`src/pkg/uerr_defines.svh`:
```
`ifndef UERR_DEFINES_SVH
`define UERR_DEFINES_SVH

// register offsets on the plain register port
`define UERR_OFF_EIE      8'h00
`define UERR_OFF_CNFG     8'h04
`define UERR_OFF_IE       8'h08
`define UERR_OFF_EIR      8'h0c
`define UERR_OFF_STAT     8'h10
`define UERR_OFF_MASK     8'h14
`define UERR_OFF_CTRL     8'h18

// error enable / flag bit positions
`define UERR_BIT_BITSTUFF 7
`define UERR_BIT_BUSMTX   6
`define UERR_BIT_DMA      5
`define UERR_BIT_TURNTO   4
`define UERR_BIT_FIELD    3
`define UERR_BIT_DATACRC  2
`define UERR_BIT_TOKEOF   1
`define UERR_BIT_PID      0

// configuration bit positions and writable mask
`define UERR_CFG_EYE      7
`define UERR_CFG_SIDL     4
`define UERR_CFG_LOWSPD   3
`define UERR_CFG_ASUSP    0
`define UERR_CFG_MASK     8'h99

// module interrupt enable: master error enable bit
`define UERR_IE_MASTER    1

// control register: software suspend bit
`define UERR_CTRL_SUSP    0

// reset values
`define UERR_RST_BYTE     8'h00

// event bits of the sticky status register
`define UERR_EV_ERR       0
`define UERR_EV_IRQ       1

`endif

```
`src/pkg/uerr_pkg.sv`:
```
package uerr_pkg;
	typedef logic [7:0] uerr_byte_t;

	// run state of the module
	typedef enum logic [1:0] {
		UERR_RUN     = 2'b00,
		UERR_IDLE    = 2'b01,
		UERR_SUSPEND = 2'b10
	} uerr_run_t;
endpackage : uerr_pkg

```
`src/logic/uerr_flag_bit.sv`:
```
`timescale 1ns/1ps
`include "uerr_defines.svh"

// one sticky error flag: detector sets, software clear by write-one
module uerr_flag_bit (
	// clock and reset
	input  wire logic clk_i,
	input  wire logic rstn_i,
	// set and clear
	input  wire logic set_i,
	input  wire logic clr_i,
	// flag
	output logic      flag_o
);
	typedef struct packed {
		logic flag;
	} uerr_flag_st_t;

	uerr_flag_st_t st;
	uerr_flag_st_t next_st;

	// set wins over a clear in the same cycle
	always_comb begin
		next_st = st;
		if (clr_i) begin
			next_st.flag = 1'b0;
		end
		if (set_i) begin
			next_st.flag = 1'b1;
		end
	end

	always_ff @(posedge clk_i) begin
		if (!rstn_i) begin
			st <= '0;
		end else begin
			st <= next_st;
		end
	end

	assign flag_o = st.flag;
endmodule : uerr_flag_bit

```
`src/logic/uerr_run_ctl.sv`:
```
`timescale 1ns/1ps
`include "uerr_defines.svh"

// run state from idle, sleep and suspend requests
module uerr_run_ctl
	import uerr_pkg::*;
(
	// clock and reset
	input  wire logic clk_i,
	input  wire logic rstn_i,
	// requests
	input  wire logic idle_i,
	input  wire logic sleep_i,
	input  wire logic halt_in_idle_i,
	input  wire logic auto_suspend_on_sleep_i,
	input  wire logic software_suspend_i,
	// state
	output logic      run_o,
	output logic      suspend_o
);
	typedef struct packed {
		uerr_run_t state;
	} uerr_run_st_t;

	uerr_run_st_t st;
	uerr_run_st_t next_st;
	logic         want_susp;

	// suspend from software bit, or from sleep only if enabled
	assign want_susp = software_suspend_i | (auto_suspend_on_sleep_i & sleep_i);

	always_comb begin
		next_st = st;
		case (st.state)
			UERR_RUN: begin
				if (want_susp) begin
					next_st.state = UERR_SUSPEND;
				end else if (idle_i && halt_in_idle_i) begin
					next_st.state = UERR_IDLE;
				end
			end
			UERR_IDLE: begin
				if (want_susp) begin
					next_st.state = UERR_SUSPEND;
				end else if (!(idle_i && halt_in_idle_i)) begin
					next_st.state = UERR_RUN;
				end
			end
			UERR_SUSPEND: begin
				if (!want_susp) begin
					next_st.state = UERR_RUN;
				end
			end
			default: begin
				next_st.state = UERR_RUN;
			end
		endcase
	end

	always_ff @(posedge clk_i) begin
		if (!rstn_i) begin
			st <= '{state: UERR_RUN};
		end else begin
			st <= next_st;
		end
	end

	assign run_o     = (st.state == UERR_RUN);
	assign suspend_o = (st.state == UERR_SUSPEND);
endmodule : uerr_run_ctl

```
`src/logic/uerr_top.sv`:
```
// Chosen here: the register offsets and the strobed register port.
`timescale 1ns/1ps
`include "uerr_defines.svh"

module uerr_top
	import uerr_pkg::*;
(
	// clock and reset
	input  wire logic        clk_i,
	input  wire logic        rstn_i,
	// register port
	input  wire logic [7:0]  addr_i,
	input  wire logic [31:0] wdata_i,
	input  wire logic        wr_i,
	input  wire logic        rd_i,
	output logic [31:0]      rdata_o,
	// error detectors, one-cycle pulses
	input  wire logic        bitstuff_err_i,
	input  wire logic        busmatrix_err_i,
	input  wire logic        dma_err_i,
	input  wire logic        turnaround_timeout_i,
	input  wire logic        field_size_err_i,
	input  wire logic        data_crc_fail_i,
	input  wire logic        token_crc_err_i,
	input  wire logic        end_of_frame_err_i,
	input  wire logic        packet_id_check_i,
	// mode and power
	input  wire logic        host_mode_i,
	input  wire logic        idle_i,
	input  wire logic        sleep_i,
	// outputs
	output logic             usb_module_irq_flag_o,
	output logic             eye_pattern_test_en_o,
	output logic             low_speed_only_en_o,
	output logic             module_run_o,
	output logic             module_suspend_o,
	output logic             irq_o
);
	typedef struct packed {
		uerr_byte_t eie;
		uerr_byte_t cnfg;
		uerr_byte_t ie;
		logic       sw_susp;
		logic [1:0] stat;
		logic [1:0] mask;
		logic [31:0] rdata;
	} uerr_st_t;

	uerr_st_t   st;
	uerr_st_t   next_st;
	uerr_byte_t err_set;
	uerr_byte_t err_flag;
	uerr_byte_t err_clr;
	uerr_byte_t err_gated;
	logic       err_any;
	logic       module_irq;
	logic [1:0] ev;

	// bit 1 detector depends on role
	always_comb begin
		err_set = '0;
		err_set[`UERR_BIT_BITSTUFF] = bitstuff_err_i;
		err_set[`UERR_BIT_BUSMTX]   = busmatrix_err_i;
		err_set[`UERR_BIT_DMA]      = dma_err_i;
		err_set[`UERR_BIT_TURNTO]   = turnaround_timeout_i;
		err_set[`UERR_BIT_FIELD]    = field_size_err_i;
		err_set[`UERR_BIT_DATACRC]  = data_crc_fail_i;
		err_set[`UERR_BIT_TOKEOF]   = host_mode_i ? end_of_frame_err_i : token_crc_err_i;
		err_set[`UERR_BIT_PID]      = packet_id_check_i;
	end

	// write-one-to-clear of the error flags
	assign err_clr = (wr_i && addr_i == `UERR_OFF_EIR) ? wdata_i[7:0] : '0;

	// flags set whatever the enables say
	genvar gi;
	generate
		for (gi = 0; gi < 8; gi++) begin : g_flag
			uerr_flag_bit u_flag (
				.clk_i  (clk_i),
				.rstn_i (rstn_i),
				.set_i  (err_set[gi]),
				.clr_i  (err_clr[gi]),
				.flag_o (err_flag[gi])
			);
		end
	endgenerate

	// per-bit enable gate
	assign err_gated  = err_flag & st.eie;
	assign err_any    = |err_gated;
	// master error enable
	assign module_irq = err_any & st.ie[`UERR_IE_MASTER];

	uerr_run_ctl u_run (
		.clk_i                   (clk_i),
		.rstn_i                  (rstn_i),
		.idle_i                  (idle_i),
		.sleep_i                 (sleep_i),
		.halt_in_idle_i          (st.cnfg[`UERR_CFG_SIDL]),
		.auto_suspend_on_sleep_i (st.cnfg[`UERR_CFG_ASUSP]),
		.software_suspend_i      (st.sw_susp),
		.run_o                   (module_run_o),
		.suspend_o               (module_suspend_o)
	);

	// sticky events: any error detected, module irq asserted
	assign ev[`UERR_EV_ERR] = |err_set;
	assign ev[`UERR_EV_IRQ] = module_irq;

	// register writes, read data, sticky status
	always_comb begin
		next_st       = st;
		next_st.rdata = '0;
		if (wr_i) begin
			case (addr_i)
				`UERR_OFF_EIE:  next_st.eie = wdata_i[7:0];
				// only implemented bits take a write
				`UERR_OFF_CNFG: next_st.cnfg = wdata_i[7:0] & `UERR_CFG_MASK;
				`UERR_OFF_IE:   next_st.ie = wdata_i[7:0];
				`UERR_OFF_MASK: next_st.mask = wdata_i[1:0];
				`UERR_OFF_CTRL: next_st.sw_susp = wdata_i[`UERR_CTRL_SUSP];
				default: begin
				end
			endcase
		end
		if (rd_i) begin
			case (addr_i)
				`UERR_OFF_EIE:  next_st.rdata = {24'h000000, st.eie};
				`UERR_OFF_CNFG: next_st.rdata = {24'h000000, st.cnfg};
				`UERR_OFF_IE:   next_st.rdata = {24'h000000, st.ie};
				`UERR_OFF_EIR:  next_st.rdata = {24'h000000, err_flag};
				`UERR_OFF_STAT: next_st.rdata = {30'h0, st.stat};
				`UERR_OFF_MASK: next_st.rdata = {30'h0, st.mask};
				`UERR_OFF_CTRL: next_st.rdata = {31'h0, st.sw_susp};
				default:        next_st.rdata = '0;
			endcase
		end
		// read clears status, a same-cycle event still lands
		if (rd_i && addr_i == `UERR_OFF_STAT) begin
			next_st.stat = '0;
		end
		next_st.stat = next_st.stat | ev;
	end

	always_ff @(posedge clk_i) begin
		if (!rstn_i) begin
			st <= '0;
		end else begin
			st <= next_st;
		end
	end

	assign rdata_o               = st.rdata;
	assign usb_module_irq_flag_o = module_irq;
	assign eye_pattern_test_en_o = st.cnfg[`UERR_CFG_EYE];
	assign low_speed_only_en_o   = st.cnfg[`UERR_CFG_LOWSPD];
	assign irq_o                 = |(st.stat & st.mask);
endmodule : uerr_top

```
`config.mk`:
```
export PLATFORM = sky130hd
export DESIGN_NAME = uerr_top
export DESIGN_NICKNAME = d
export VERILOG_FILES = /design/src/pkg/uerr_pkg.sv /design/src/logic/uerr_flag_bit.sv /design/src/logic/uerr_run_ctl.sv /design/src/logic/uerr_top.sv
export VERILOG_INCLUDE_DIRS = /design/src /design/src/pkg
export SDC_FILE = /design/constraint.sdc
export NUM_CORES = 1
export LEC_CHECK = 0
export BUFFER_PORTS_ARGS = -buffer_cell sky130_fd_sc_hd__clkbuf_2
export CORE_MARGIN = 10
export CORE_UTILIZATION = 47
export DETAILED_ROUTE_END_ITERATION = 7
export PLACE_DENSITY = 0.85
export SLEW_MARGIN = 20
export SYNTH_ARGS = -nofsm -noshare
export SYNTH_HDL_FRONTEND = slang
export SYNTH_SLANG_ARGS = --single-unit
```
`constraint.sdc`:
```
create_clock -name clk_i -period 1.4 [get_ports clk_i]
set_input_delay 0.28 -clock clk_i [delete_from_list [all_inputs] [get_ports clk_i]]
set_output_delay 0.28 -clock clk_i [all_outputs]
set_load 0.01 [all_outputs]
```
-- Word-level counts from Yosys, hierarchy flattened
Index checks and enable logic that the tools add are counted.
- $lt $le $gt $ge: 0
- eq/ne operators: 11
- shift-type cells: 0
- reduce and logical (&&, ||, !) cells: 23
- div/mod/pow operators: 0
- mux-type cells: 26
- bitwise gates (word level): 6
- add/sub/neg operators: 0
- multipliers: 0
- operators with widths (kind ; number):
    8-bit one-hot mux with 7 select lines ; 1
    8-bit by 5-bit == test with 1-bit output, second input constant ; 3
    1-bit 2-to-1 mux ; 17
    8-bit by 4-bit == test with 1-bit output, second input constant ; 2
    2-bit nonzero test ; 8
    8-bit OR reduction ; 2
    2-bit 2-to-1 mux ; 6
    2-bit AND reduction ; 6
    8-bit AND ; 1
    8-bit by 3-bit == test with 1-bit output, second input constant ; 1
    8-bit logical NOT ; 1
    8-bit 2-to-1 mux ; 1
    2-bit one-hot mux with 3 select lines ; 1
    1-bit logical AND ; 3
    3-bit by 1-bit != test with 1-bit output, second input constant ; 1
    3-bit by 2-bit != test with 1-bit output, second input constant ; 1
    3-bit AND reduction ; 1
    1-bit AND ; 2
    2-bit AND ; 1
    2-bit by 1-bit == test with 1-bit output, second input constant ; 1
    2-bit == test, second input constant ; 1
    2-bit logical NOT ; 1
    2-bit != test, second input constant ; 1
    2-bit OR ; 1
    2 further kinds ; 2
- memories: 0
- memory bits (read-only): 0
- latch bits: 0
- word-level logic and storage cells: 82
- bits of input ports: 56
- flip-flop bits (word level): 67
- RAM bits: 0

-- Depth between registers and ports, before layout
- word-level depth: 5
- depth in mapped cells: 5

-- By module
From an unflattened synthesis, not the netlist that was laid out.
- cell total of the unflattened synthesis: 228
- area, all modules: 2326.0 um^2
- by module, submodules not included (module ; cells each ; area each (um^2) ; times used):
    uerr_top ; 195 ; 1910.6 ; 1
    uerr_flag_bit ; 3 ; 41.3 ; 8
    uerr_run_ctl ; 9 ; 85.1 ; 1

-- Worst setup path before layout
No wires, ideal clock.
- kind: input port to flip-flop
- start: in addr_i[4]
- end: reg st[37] in the netlist's numbering
- data required time: 1.275 ns
- setup time: 0.125 ns
- stages on the path: 4
- arrival time: 1.182 ns
- buffers on the path: 1
- setup slack: 0.093 ns
- cell sequence: buf_6 > nor4b_4 > nand3_2 > mux2i_1
- word-level cells in the longest chain between the ends: 2
- RTL lines (element ; RTL line ; source):
    start: declaration ; uerr_top.sv:12 ; input wire logic [7:0] addr_i,
    8-bit by 4-bit == test with 1-bit output ; uerr_top.sv:116 ; case (addr_i)
    2-bit AND reduction (no line) ; -- ;
    end signal: assignment ; uerr_top.sv:150 ; st <= next_st;
    end: declaration ; uerr_top.sv:49 ; uerr_st_t st;
Every way passes these cells.
A chain may end at the register's enable or synchronous reset.

-- Worst setup path after layout
- start: reg st[55] in the netlist's numbering
- end: out usb_module_irq_flag_o
- word-level cells in the longest chain between the ends: 3
- RTL lines (element ; RTL line ; source):
    8-bit AND ; uerr_top.sv:90 ; assign err_gated = err_flag & st.eie;
    8-bit OR reduction ; uerr_top.sv:91 ; assign err_any = |err_gated;
    1-bit AND ; uerr_top.sv:93 ; assign module_irq = err_any & st.ie[`UERR_IE_MASTER];
    end: declaration ; uerr_top.sv:32 ; output logic usb_module_irq_flag_o,
Every way passes these cells.

==> results.yml <==
run_status:
  status: "finished, violations left"
  violations: "negative setup slack"
sta:
  setup_violations: 1
  fin_skew_ns: 0.00593
  setup_ws_ns: -0.0580
  fin_crit_ns: 1.46
  drv_slew: 0
  fmax_mhz: 686
  rsz0062_at_grt: "true"
  period_share: 1.04
  hold_viol: 0
critical_path:
  rr_endpoint: "st[35]"
  r2r_slack_ns: 0.32
  cp.arrival_ns: 1.18
  reg2regPathDepth: 4
  r2r-start: "st[55]"
  startpoint_type: "register"
  critical_path_class: "reg2out"
  cp.required_ns: 1.12
  path_max_fanout: 3
  setup.worst_path.end_class: "output port"
clock_network:
  clkLatencyLatePin_ns: 0.31
  cts-root-buf: "clkbuf_8"
  cts_buffers: 5
  cts_tree: "built"
  h-tree-depth: 2
  clk_pin_slew_worst_paths_ns: 0.08
  clock_path_buffers: 2
  numClockSinks: 43
final_layout:
  area_growth_syn_to_layout_pct: 17.2
  drive_above_1_share: 0.353
  ff_latch_area_sq_um: 871
  final_cells: 347
  fill_cells: 403
  n_antenna_cell: 0
  nets: 350
  multi_input_area_sq_um: 1150
grt:
  grt_overflow: 0
  antenna_found_initial: 0
  grt_usage: 0.145
  grt_pass1_vias: 1963
  grt_pass1_wl_um: 8930
  grt_start_max_net_pins: 31
pwr:
  clockPowerShare: 0.343
  p_per_area_nw_per_um2: 899
  switching_share: 0.267
  combinationalPowerShare: 0.110
  p_seq_frac: 0.547
  power_leakage_nw: 1.21
  p_switching_w: 0.000616
  cellInternalPower_w: 0.00169
  peakVddDrop_mv: 0.555
  total_power_w: 0.00231
synthesis:
  ys_warn_count: 0
  synth_cells: 239
  synth-seq-cells: 43
  synth_enable_flop_cells: 0
  synth_top_area_cell: "dfxtp_1"
  yosysSeqAreaShare: 0.393
  synth_top_cells_by_area: "dfxtp_1 39%, mux2i_1 11%, buf_4 11%"
  synth_top_area_share: 0.393
  netlist_area_sq_um: 2190
  async_flop_share: 0
  ys.flop_type: "dfxtp_1"
  synthDistinctLibCells: 35
  synthTopCellsByCount: "43 x dfxtp_1, 39 x nand2_1, 32 x buf_4"
  synth.most_common_cell: "dfxtp_1"
  avgSynthCellArea_sq_um: 9.17
detailed_routing:
  via_per_inst: 5.40
  detail_route.wirelength_um: 5620
  num_vias: 1873
  drc: 0
  drt-initial-drc-count: 95
  ant_nets: 0
  wire_per_inst_um: 16.2
  drt_pass1_iterations: 4
min_path:
  hold_depth: 2
  hold_path_class: "in2reg"
  min-delay-start: "wdata_i[1]"
  min_to: "g_flag[1].u_flag.flag_o"
placement:
  gp_congestion: 0.825
  portBuffers: 45
  dp_hpwl_um: 4360
  place_inst: 338
die:
  coreArea_sq_um: 4440
  initial_core_util: 0.493
  die_w_um: 88.3
  dieHeight_um: 88.3
  fp-row-count: 24
  dieArea_sq_um: 7790
  ios: 94
flow_run:
  max_cap_violations: 0
==> cells in the final DEF, fill, tap and decap left out, types with 3 or more instances in the layout <==
cell / n
and2_1: 4
clkbuf_8: 5
nor2b_1: 4
nor3b_1: 8
a22oi_2: 4
clkbuf_2: 45
inv_1: 3
nor2_1: 6
dfxtp_1: 35
dfxtp_2: 8
a21oi_1: 11
mux2_2: 11
conb_1: 24
a22oi_1: 7
nand2_1: 39
o21ai_0: 7
buf_4: 21
mux2i_1: 24
nand3_1: 4
==> final cells by class <==
cell class	instances	share of cell area
Clock buffer	5	0.0268
Clock inverter	3	0.00780
Inverter	3	0.00439
Multi-Input combinational cell	175	0.447
Sequential cell	43	0.339
Tap cell	52	0.0253
Timing Repair Buffer	66	0.149
==> power by group through the flow <==
stage                     logic (W)  clock network, W  registers (W)
after detailed placement   0.000247                 0        0.00129
after floorplan            0.000195                 0        0.00128
final                      0.000254          0.000792        0.00126
after global placement     0.000241                 0        0.00128
after CTS                  0.000250          0.000794        0.00126
after global routing       0.000277          0.000841        0.00127
==> timing repair <==
item	in CTS	in global routing
pin swaps	4	0
cloned	0	0
gates resized for setup	8	5
buffers inserted	1	0
hold buffers	0	0
setup endpoints to repair	1	1
==> cell families after synthesis <==
| group | Yosys count | share of synthesized area |
|---|---|---|
| mux | 35 | 0.166 |
| buf+inv | 44 | 0.135 |
| simple gates | 77 | 0.187 |
| compound gates | 39 | 0.118 |
| flops | 43 | 0.393 |
| other cells | 1 | 0.00171 |
==> metal layers <==
layer / GRT usage / part of all wire / vias up / wire, um
met4: 0.0822 / 0.030 / 0 / 168
met1: 0.153 / 0.38 / 869 / 2160
met2: 0.251 / 0.49 / 90 / 2780
met3: 0.0460 / 0.090 / 16 / 508
met5: 0 / 0 / - / 0
li1: - / - / 898 / -
==> metrics by stage <==
step	setup WS [ns]	hold WS, ns	area (sq um)	setup TNS, ns	utilization
floorplan	0.0932	0.398	2280	0	-
global placement	0.0348	0.445	2430	0	0.548
detailed placement	0.0176	0.454	2430	0	0.548
CTS	-0.0584	0.186	2560	-0.0584	0.575
global route	-0.0992	0.196	2570	-0.0992	0.578
finish	-0.0580	0.194	2570	-0.0580	0.578
==> worst max-delay path, stage by stage, from the launching register on <==
cell	delay, ns
dfxtp_2	0.34
a22oi_2	0.23
a41oi_2	0.15
clkbuf_2	0.16
==> registers in the layout, indices dropped and copies added (netlist names) <==
name                   flops
st                        23
g_flag.u_flag.flag_o       8
rdata_o                    8
u_run.st                   2
eye_pattern_test_en_o      1
low_speed_only_en_o        1
==> worst max-delay path by stage <==
stage / depth (start not counted) / end / startpoint / slack [ns]
3_5_place_dp: 5 / g_flag[3].u_flag.flag_o / addr_i[4] / 0.02
6_report: 3 / usb_module_irq_flag_o / st[55] / -0.06
3_3_place_gp: 5 / g_flag[2].u_flag.flag_o / addr_i[4] / 0.03
2_1_floorplan: 4 / st[37] / addr_i[4] / 0.09
4_1_cts: 3 / usb_module_irq_flag_o / st[55] / -0.06
5_1_grt: 3 / usb_module_irq_flag_o / st[59] / -0.1
(Power assumes the default switching activity.)
